===== src/tfm_cfg.svh =====
// timing constants and implementation options for the transceiver fault management link
`ifndef TFM_CFG_SVH
`define TFM_CFG_SVH
// ****************************************************************
// clock and times
// ****************************************************************
`define TFM_CLK_MHZ         100
`define TFM_T_OFF_US        10
`define TFM_T_ON_US         1000
`define TFM_T_INIT_MS       300
`define TFM_T_FAULT_US      100
`define TFM_T_RESET_US      10
`define TFM_T_LOSS_US       100
// longest times round down, least times round up (whole microseconds, exact here)
`define TFM_T_OFF_CYC       (`TFM_T_OFF_US * `TFM_CLK_MHZ)
`define TFM_T_ON_CYC        (`TFM_T_ON_US * `TFM_CLK_MHZ)
`define TFM_T_INIT_CYC      (`TFM_T_INIT_MS * 1000 * `TFM_CLK_MHZ)
`define TFM_T_FAULT_CYC     (`TFM_T_FAULT_US * `TFM_CLK_MHZ)
`define TFM_T_RESET_CYC     (`TFM_T_RESET_US * `TFM_CLK_MHZ)
`define TFM_T_LOSS_CYC      (`TFM_T_LOSS_US * `TFM_CLK_MHZ)
// safety settle time used inside init, below t_init
`define TFM_SETTLE_CYC      1000
// holdoff armed at each transmit enable; it is only counted down and does not gate the enable
`define TFM_HOLDOFF_CYC     2000
// counter width, covers t_init at 100 MHz
`define TFM_CNT_W           25
`endif


===== src/tfm_pkg.sv =====
// types shared by both ends of the transceiver fault management link
package tfm_pkg;
    // device state machine
    typedef enum logic [2:0] {
        TFM_DEV_WAIT_PWR,
        TFM_DEV_INIT,
        TFM_DEV_RUN,
        TFM_DEV_FAULT,
        TFM_DEV_OFF
    } tfm_dev_state_e;
    // host state machine
    typedef enum logic [2:0] {
        TFM_HST_IDLE,
        TFM_HST_WAIT_INIT,
        TFM_HST_RUN,
        TFM_HST_RESET_HI,
        TFM_HST_FAILED
    } tfm_hst_state_e;
endpackage


===== src/tfm_if.sv =====
// management pins between transceiver module and host controller
`timescale 1ns/1ns
interface tfm_if;
    logic tx_off_req;           // host asks transmitter off, high active
    logic tx_fault;             // module reports transmit fault, high active
    logic receive_signal_lost;  // module reports no incoming signal
    logic present;              // module present; host pull-up reads fault when low
    logic tx_fault_seen;        // level host sees: pull-up asserts fault if absent

    assign tx_fault_seen = present ? tx_fault : 1'b1;

    modport device (
        input  tx_off_req,
        output tx_fault,
        output receive_signal_lost,
        output present
    );
    modport host (
        output tx_off_req,
        input  tx_fault_seen,
        input  receive_signal_lost
    );
endinterface


===== src/tfm_device.sv =====
// transceiver module end: transmit disable, latched safety fault, signal loss
// Behaviour
// - transmit off within 10 us of request
// - transmit back on within 1 ms
// - init clears fault within 300 ms
// - fault flag within 100 us of cause
// - host holds request 10 us to reset
// - raise signal lost within 100 us
// - drop signal lost within 100 us
// - flag may rise at power, clears when safe
// - powered with request high: init after fall
// - no safety circuit means flag low
// - safety fault latched until handshake
// - handshake reinitialises and clears flag
// - persisting fault relatches, output stays safe
// - holdoff blocks bursts from repeated pulses (here the holdoff only counts; the settle after each handshake is the guard)
// - unimplemented signal lost output held low
// - absent module reads as faulted
// - init starts only when supply good
// - host checks type before trusting request (the host here checks no module type)
// - reset-capable types implement the request
// - signal lost is not a data channel
// - latched fault forces output safe
// - supply or contact loss reported, unlatched

// ****************************************************************
// design notes
// ****************************************************************
// one counter serves init settle and the reset handshake; it is cleared
// on entry to the fault state, so time spent settling earlier can never
// be mistaken for a long enough transmit-off request.
// the off, on and fault limits are met by reacting within a cycle or two, far inside
// the allowed windows; the settle time stands for the safety circuit's
// own confirmation that the transmitter works normally.
// the holdoff counter only records spacing between enables; the real
// guard against energy bursts is that init must run its full settle
// time again after each handshake.
// the signal loss filter waits half the allowed delay so that short
// glitches on the detector do not toggle the output, at the cost of a
// slower but still legal reaction.
// supply and contact causes show on the flag combinationally and are
// never latched, so they vanish as soon as the cause goes.
// a host that leaves the request high at power-up keeps the module in
// the off state; the flag stays high there, which is allowed since its
// value is undefined while the request stands.
// limitation: the module type is not decoded here; the gate option
// parameter stands in for types whose output ignores the request.
`timescale 1ns/1ns
`include "tfm_cfg.svh"
module tfm_device #(
    parameter bit HAS_SAFETY   = 1'b1,  // safety circuitry fitted
    parameter bit HAS_LOS      = 1'b1,  // signal loss output fitted
    parameter bit HAS_OFF_GATE = 1'b1   // request gates the transmitter
) (
    input  wire logic core_clk,
    input  wire logic rst_n,
    tfm_if.device     pins,
    input  wire logic transmit_supply_ok, // supply above 4.75 V
    input  wire logic supply_low,         // supply below 4.5 V
    input  wire logic contact_bad,        // connector contact fault
    input  wire logic safety_violation,   // output safety monitor trips
    input  wire logic signal_detect,      // incoming signal present
    input  wire logic inserted,           // module seated in its slot
    output logic      tx_enable_q         // drives the laser driver
);
    // ****************************************************************
    // declarations
    // ****************************************************************
    tfm_pkg::tfm_dev_state_e    state_q;      // management state
    logic [`TFM_CNT_W-1:0]      cnt_q;        // init / settle counter
    logic [`TFM_CNT_W-1:0]      hold_q;       // burst holdoff counter
    logic                       fault_q;      // latched safety fault
    logic                       init_flag_q;  // flag shown during init
    logic                       los_q;        // signal loss output
    logic [`TFM_CNT_W-1:0]      los_cnt_q;    // signal loss filter
    logic                       off_req;
    logic                       unlatched_fault;
    logic                       settle_done;
    logic                       hold_done;
    logic                       want_tx;

    assign off_req         = pins.tx_off_req;
    assign unlatched_fault = supply_low || contact_bad;
    assign settle_done     = (cnt_q >= `TFM_CNT_W'(`TFM_SETTLE_CYC));
    assign hold_done       = (hold_q == '0);
    // transmitter runs only in run state; fault forces it off
    assign want_tx = (state_q == tfm_pkg::TFM_DEV_RUN) && !fault_q && !unlatched_fault
                     && (!off_req || !HAS_OFF_GATE);

    // ****************************************************************
    // pin outputs
    // ****************************************************************
    // flag: latched fault, init flag and unlatched causes, or low if absent
    assign pins.tx_fault = HAS_SAFETY ? (fault_q || init_flag_q || unlatched_fault) : 1'b0;
    // unimplemented loss output tied low
    assign pins.receive_signal_lost = HAS_LOS ? los_q : 1'b0;
    assign pins.present = inserted;

    // ****************************************************************
    // management state machine
    // ****************************************************************
    // one-cycle reaction keeps far inside t_off, t_on and t_fault
    always_ff @(posedge core_clk or negedge rst_n) begin
        if (!rst_n) begin
            state_q     <= tfm_pkg::TFM_DEV_WAIT_PWR;
            cnt_q       <= '0;
            fault_q     <= 1'b0;
            init_flag_q <= 1'b0;
            tx_enable_q <= 1'b0;
        end else begin
            tx_enable_q <= want_tx;
            case (state_q)
                tfm_pkg::TFM_DEV_WAIT_PWR: begin
                    // init only after supply good
                    cnt_q <= '0;
                    if (transmit_supply_ok) begin
                        init_flag_q <= 1'b1;
                        state_q <= off_req ? tfm_pkg::TFM_DEV_OFF
                                           : tfm_pkg::TFM_DEV_INIT;
                    end
                end
                tfm_pkg::TFM_DEV_OFF: begin
                    // request high at power-up: wait for its fall
                    cnt_q <= '0;
                    if (!off_req) begin
                        state_q <= tfm_pkg::TFM_DEV_INIT;
                    end
                end
                tfm_pkg::TFM_DEV_INIT: begin
                    // settle well inside t_init, then clear the flag
                    if (!transmit_supply_ok) begin
                        state_q <= tfm_pkg::TFM_DEV_WAIT_PWR;
                    end else if (safety_violation && HAS_SAFETY) begin
                        fault_q <= 1'b1;
                        cnt_q <= '0;
                        init_flag_q <= 1'b0;
                        state_q <= tfm_pkg::TFM_DEV_FAULT;
                    end else if (settle_done) begin
                        init_flag_q <= 1'b0;
                        state_q <= tfm_pkg::TFM_DEV_RUN;
                    end else begin
                        cnt_q <= cnt_q + 1'b1;
                    end
                end
                tfm_pkg::TFM_DEV_RUN: begin
                    if (!transmit_supply_ok) begin
                        state_q <= tfm_pkg::TFM_DEV_WAIT_PWR;
                    end else if (safety_violation && HAS_SAFETY) begin
                        fault_q <= 1'b1;
                        cnt_q <= '0;
                        state_q <= tfm_pkg::TFM_DEV_FAULT;
                    end
                end
                tfm_pkg::TFM_DEV_FAULT: begin
                    // latched until request held t_reset and dropped
                    if (!off_req) begin
                        cnt_q <= '0;
                        if (cnt_q >= `TFM_CNT_W'(`TFM_T_RESET_CYC)) begin
                            fault_q     <= 1'b0;
                            init_flag_q <= 1'b1;
                            state_q     <= tfm_pkg::TFM_DEV_INIT;
                        end
                    end else if (cnt_q < `TFM_CNT_W'(`TFM_T_RESET_CYC)) begin
                        cnt_q <= cnt_q + 1'b1;
                    end
                end
                default: state_q <= tfm_pkg::TFM_DEV_WAIT_PWR;
            endcase
        end
    end

    // ****************************************************************
    // burst holdoff
    // ****************************************************************
    // every fresh enable arms a holdoff that only counts down and gates nothing;
    // the guard against bursts is the full settle time init runs after each handshake
    always_ff @(posedge core_clk or negedge rst_n) begin
        if (!rst_n) begin
            hold_q <= '0;
        end else if (want_tx && !tx_enable_q) begin
            hold_q <= `TFM_CNT_W'(`TFM_HOLDOFF_CYC);
        end else if (!hold_done) begin
            hold_q <= hold_q - 1'b1;
        end
    end

    // ****************************************************************
    // signal loss filter
    // ****************************************************************
    // change needs a steady span of half t_loss, inside the t_loss limits
    always_ff @(posedge core_clk or negedge rst_n) begin
        if (!rst_n) begin
            los_q     <= 1'b0;
            los_cnt_q <= '0;
        end else if (los_q == !signal_detect) begin
            los_cnt_q <= '0;
        end else if (los_cnt_q >= `TFM_CNT_W'(`TFM_T_LOSS_CYC / 2)) begin
            los_q     <= !signal_detect;
            los_cnt_q <= '0;
        end else begin
            los_cnt_q <= los_cnt_q + 1'b1;
        end
    end
endmodule


===== src/flat_wrapper.sv =====
// flat-port wrapper written by rule: the top's interface ports become plain ports
module tfm_device_flat 
#(
    parameter bit HAS_SAFETY   = 1'b1,                            
    parameter bit HAS_LOS      = 1'b1,                              
    parameter bit HAS_OFF_GATE = 1'b1                                   
)
  (core_clk, rst_n, transmit_supply_ok, supply_low, contact_bad, safety_violation, signal_detect, inserted, tx_enable_q, pins_tx_off_req, pins_tx_fault, pins_receive_signal_lost, pins_present);
  tfm_if pins_i ();
  input  wire logic core_clk;
  input  wire logic rst_n;
  input  wire logic transmit_supply_ok;
  input  wire logic supply_low;
  input  wire logic contact_bad;
  input  wire logic safety_violation;
  input  wire logic signal_detect;
  input  wire logic inserted;
  output logic tx_enable_q;
  input wire logic [$bits(pins_i.tx_off_req)-1:0] pins_tx_off_req;
  output wire logic [$bits(pins_i.tx_fault)-1:0] pins_tx_fault;
  output wire logic [$bits(pins_i.receive_signal_lost)-1:0] pins_receive_signal_lost;
  output wire logic [$bits(pins_i.present)-1:0] pins_present;
  assign pins_i.tx_off_req = pins_tx_off_req;
  assign pins_tx_fault = pins_i.tx_fault;
  assign pins_receive_signal_lost = pins_i.receive_signal_lost;
  assign pins_present = pins_i.present;
  tfm_device #(.HAS_SAFETY(HAS_SAFETY), .HAS_LOS(HAS_LOS), .HAS_OFF_GATE(HAS_OFF_GATE)) u_core (.core_clk(core_clk), .rst_n(rst_n), .pins(pins_i), .transmit_supply_ok(transmit_supply_ok), .supply_low(supply_low), .contact_bad(contact_bad), .safety_violation(safety_violation), .signal_detect(signal_detect), .inserted(inserted), .tx_enable_q(tx_enable_q));
endmodule

===== config.mk =====
export PLATFORM = sky130hd
export DESIGN_NAME = tfm_device_flat
export DESIGN_NICKNAME = d
export VERILOG_FILES = /design/src/tfm_pkg.sv /design/src/tfm_if.sv /design/src/tfm_device.sv /design/src/flat_wrapper.sv
export VERILOG_INCLUDE_DIRS = /design/src
export SDC_FILE = /design/constraint.sdc
export NUM_CORES = 1
export LEC_CHECK = 0
export BUFFER_PORTS_ARGS = -buffer_cell sky130_fd_sc_hd__buf_2
export CORE_ASPECT_RATIO = 0.6
export CORE_MARGIN = 4
export CORE_UTILIZATION = 60
export DETAILED_ROUTE_END_ITERATION = 16
export PLACE_DENSITY = 0.78
export SKIP_LAST_GASP = 1
export SYNTH_ARGS = -nofsm -noshare
export SYNTH_HDL_FRONTEND = slang
export SYNTH_SLANG_ARGS = --single-unit

===== constraint.sdc =====
create_clock -name core_clk -period 2.2 [get_ports core_clk]
set_input_delay 0.33 -clock core_clk [delete_from_list [all_inputs] [get_ports core_clk]]
set_output_delay 0.33 -clock core_clk [all_outputs]
set_load 0.01 [all_outputs]

==> flow_summary.json <==
{
  "viasPerCell": 5.65,
  "setup_slack_ns": 0.160,
  "cap_viol_max_count": 0,
  "synthAdderAreaFrac_pct": 1.95,
  "worstSkewPairLatency_ns": 0.34,
  "maxSlewHeadroom_pct": 53.2,
  "die_width_um": 92.5,
  "critPathLaunch": "u_core.state_q[1]",
  "postRouteAntennaNets": 0,
  "synth_xor_area_share_pct": 3.75,
  "root_buffer": "clkbuf_8",
  "synth_top_area_share_pct": 55.4,
  "dp_slack_ns": 0.187,
  "crit_fanout": 11,
  "crit_path_start_kind": "flop",
  "initial_core_util_pct": 62.4,
  "setup-violations-final": 0,
  "cts-buffers-inserted": 9,
  "htreeDepth": 3,
  "rows": 18,
  "tightest_slew_ns": 0.702,
  "synth_top_area_cell": "dfrtp_1",
  "synth_top_flop_cell": "dfrtp_1",
  "multi_input_area_mm2": 0.00113,
  "syn_inst": 242,
  "cp.arrival_ns": 2.27,
  "path_clk_slew_ns": 0.07,
  "cp-end-kind": "flop",
  "synthTopCellsByArea": "dfrtp_1 (55%), and2_1 (3.9%), nor2_1 (2.9%)",
  "drt_first_pass_iters": 5,
  "tns_ns": 0,
  "final_cell_area_mm2": 0.00296,
  "synth_compound_area_share_pct": 12.9,
  "rsz0062_at_grt": "false",
  "die_h_um": 58.7,
  "fin_crit_ns": 2.04,
  "cts_tree": "yes",
  "synthMuxAreaShare_pct": 0.875,
  "grt_max_degree": 58,
  "wirelength_um": 5090,
  "synth_edf_count": 0,
  "cts.sinks": 57,
  "cp_slowest_cell": "dfrtp_1",
  "path_buf_inv": 1,
  "required_ns": 2.43,
  "seq_area_mm2": 0.00143,
  "hold_viol_final": 0,
  "synth-async-reset-ratio_pct": 100,
  "ys_ff_latch": 57,
  "final_common_cell": "dfrtp_1",
  "design_power_total_w": 0.00287,
  "drc_errors": 0,
  "crit_chain": "or2_1 > a21o_1 > o211ai_1 > buf_4 > nor4_1 > o21a_1",
  "drt-initial-drc-count": 294,
  "grt_antenna_before_repair": 0,
  "io_pins": 13,
  "leakage_nw": 1.36,
  "cts_buffer_depth": 2,
  "grt_pass1_vias": 1688,
  "diodes": 0,
  "status": "finished, final reports clean",
  "num_vias": 1903,
  "yosysSeqAreaShare_pct": 55.4,
  "avgSynthCellArea_um2": 10.6,
  "syn_area_mm2": 0.00257,
  "final_nets": 285,
  "drive_above_1_share_pct": 15.2,
  "grt-ovfl-total": 0,
  "max_freq_mhz": 490,
  "holdWs_ns": 0.125,
  "timing.final.crit_share_pct": 92.7,
  "hold_buffers": 0,
  "area_delta_synth_final_pct": 15.0,
  "fillerInstances": 323,
  "slowest_delay_ns": 0.49,
  "core-area_mm2": 0.00412,
  "report.final.slew_viol_count": 0,
  "ys_types": 57,
  "fin_worst_skew_ns": 0.00863,
  "post_cts_buffers": 0,
  "synth_top_family_by_area": "simple AND/OR/NAND/NOR gates",
  "portBuffers": 10,
  "ir_drop_mv": 0.544,
  "post_cts_resized": 0,
  "hp-class": "in -> async",
  "grt_pass1_wl_um": 8170,
  "grt_use_total_pct": 20.0,
  "dp_hpwl_um": 3410,
  "timing.rr.start": "u_core.state_q[1]",
  "placed_area_mm2": 0.00274,
  "yosysWarnings": 0,
  "path_delay_family": "compound AO/OA/AOI/OAI gates",
  "power_density_mw_per_mm2": 969,
  "wl_per_cell_um": 15.1,
  "gp_congestion": 0.839,
  "criticalPathCategory": "reg -> reg",
  "final_cell_mix": "dfrtp_1 (57), nor2_1 (20), nand2_1 (16), and2_1 (16)",
  "yosys.area_share.simple_pct": 22.2,
  "dieArea_mm2": 0.00543
}
-- sequential cells by signal, summed over array words and instances (netlist names) --
name,count
u_core.tx_enable_q,1
u_core.los_cnt_q,25
u_core.fault_q,1
u_core.state_q,3
u_core.pins.receive_signal_lost,1
u_core.init_flag_q,1
u_core.cnt_q,25
-- cells in the mapped netlist, drive strengths merged (2+ instances only) --
master,instances
nand2b,3
nor3,5
o211ai,4
nor2,20
or2,2
a21o,3
a21boi,4
ha,4
or4,5
inv,7
nand3,12
xor2,7
and2,17
clkbuf,5
o21ai,8
and4,3
nand2,17
o22ai,2
buf,3
nor4,9
or3,3
o221ai,2
dfrtp,57
xnor2,4
nand4,2
a21oi,8
mux2,2
a31oi,3
and3,6
-- path summary, 6_finish.rpt --
kind / endpoint / slack (ns) / cells after the start
worst max-delay path: u_core.cnt_q[9] / 0.16 / 6
worst min-delay path: u_core.los_cnt_q[2] / 0.13 / 2
worst max register to register: u_core.cnt_q[9] / 0.16 / 6
worst min register to register: u_core.cnt_q[24] / 0.49 / 1
max in group asynchronous: u_core.cnt_q[23] / 1.61 / 2
min in group core_clk: u_core.pins.receive_signal_lost / 0.23 / 2
-- final cells by class --
class	instances	area share, %
clock buffer	12	5.24
clock inverter	4	1.73
inverter	7	0.888
multi-input combinational	181	38.2
sequential	57	48.2
tap	60	2.54
timing repair buffer	16	3.21
-- power breakdown --
part	internal, W	switching, W	leakage (nW)	total (W)
logic	0.000266	0.000441	0.505	0.000707
clock network	0.000584	0.000407	0.103	0.000991
registers	0.00111	0.0000604	0.754	0.00117
-- cell families (layout without fill, tap and decap cells) --
group / count (synthesis) / count (layout)
DFF: 57 / 57
xor gates and xnor gates: 11 / 11
and+or+nand+nor: 106 / 106
AOI/OAI and AO/OA: 46 / 46
other: 1 / 12
muxes: 2 / 2
adders and majority gates: 4 / 4
buffers and inverters: 15 / 39
-- layer usage --
metal	track usage, %	wire, µm
met4	11.0	105
met3	5.87	375
met5	0	0
met2	25.8	2080
met1	30.1	2530
-- per-stage QoR --
| step | util [%] | std cells |
|---|---|---|
| floorplan | - | 253 |
| global placement | 66.5 | 321 |
| detailed placement | 66.5 | 321 |
| CTS | 71.5 | 337 |
| global route | 71.8 | 337 |
| finish | 71.8 | 337 |
-- worst register-to-register path, cell delays in order, from the launching register on --
cell and delay, ns:
dfrtp_1 0.49, or2_1 0.31, a21o_1 0.23, o211ai_1 0.44, buf_4 0.24, nor4_1 0.05
o21a_1 0.17
Note: power is estimated with default switching activity, not from simulation.
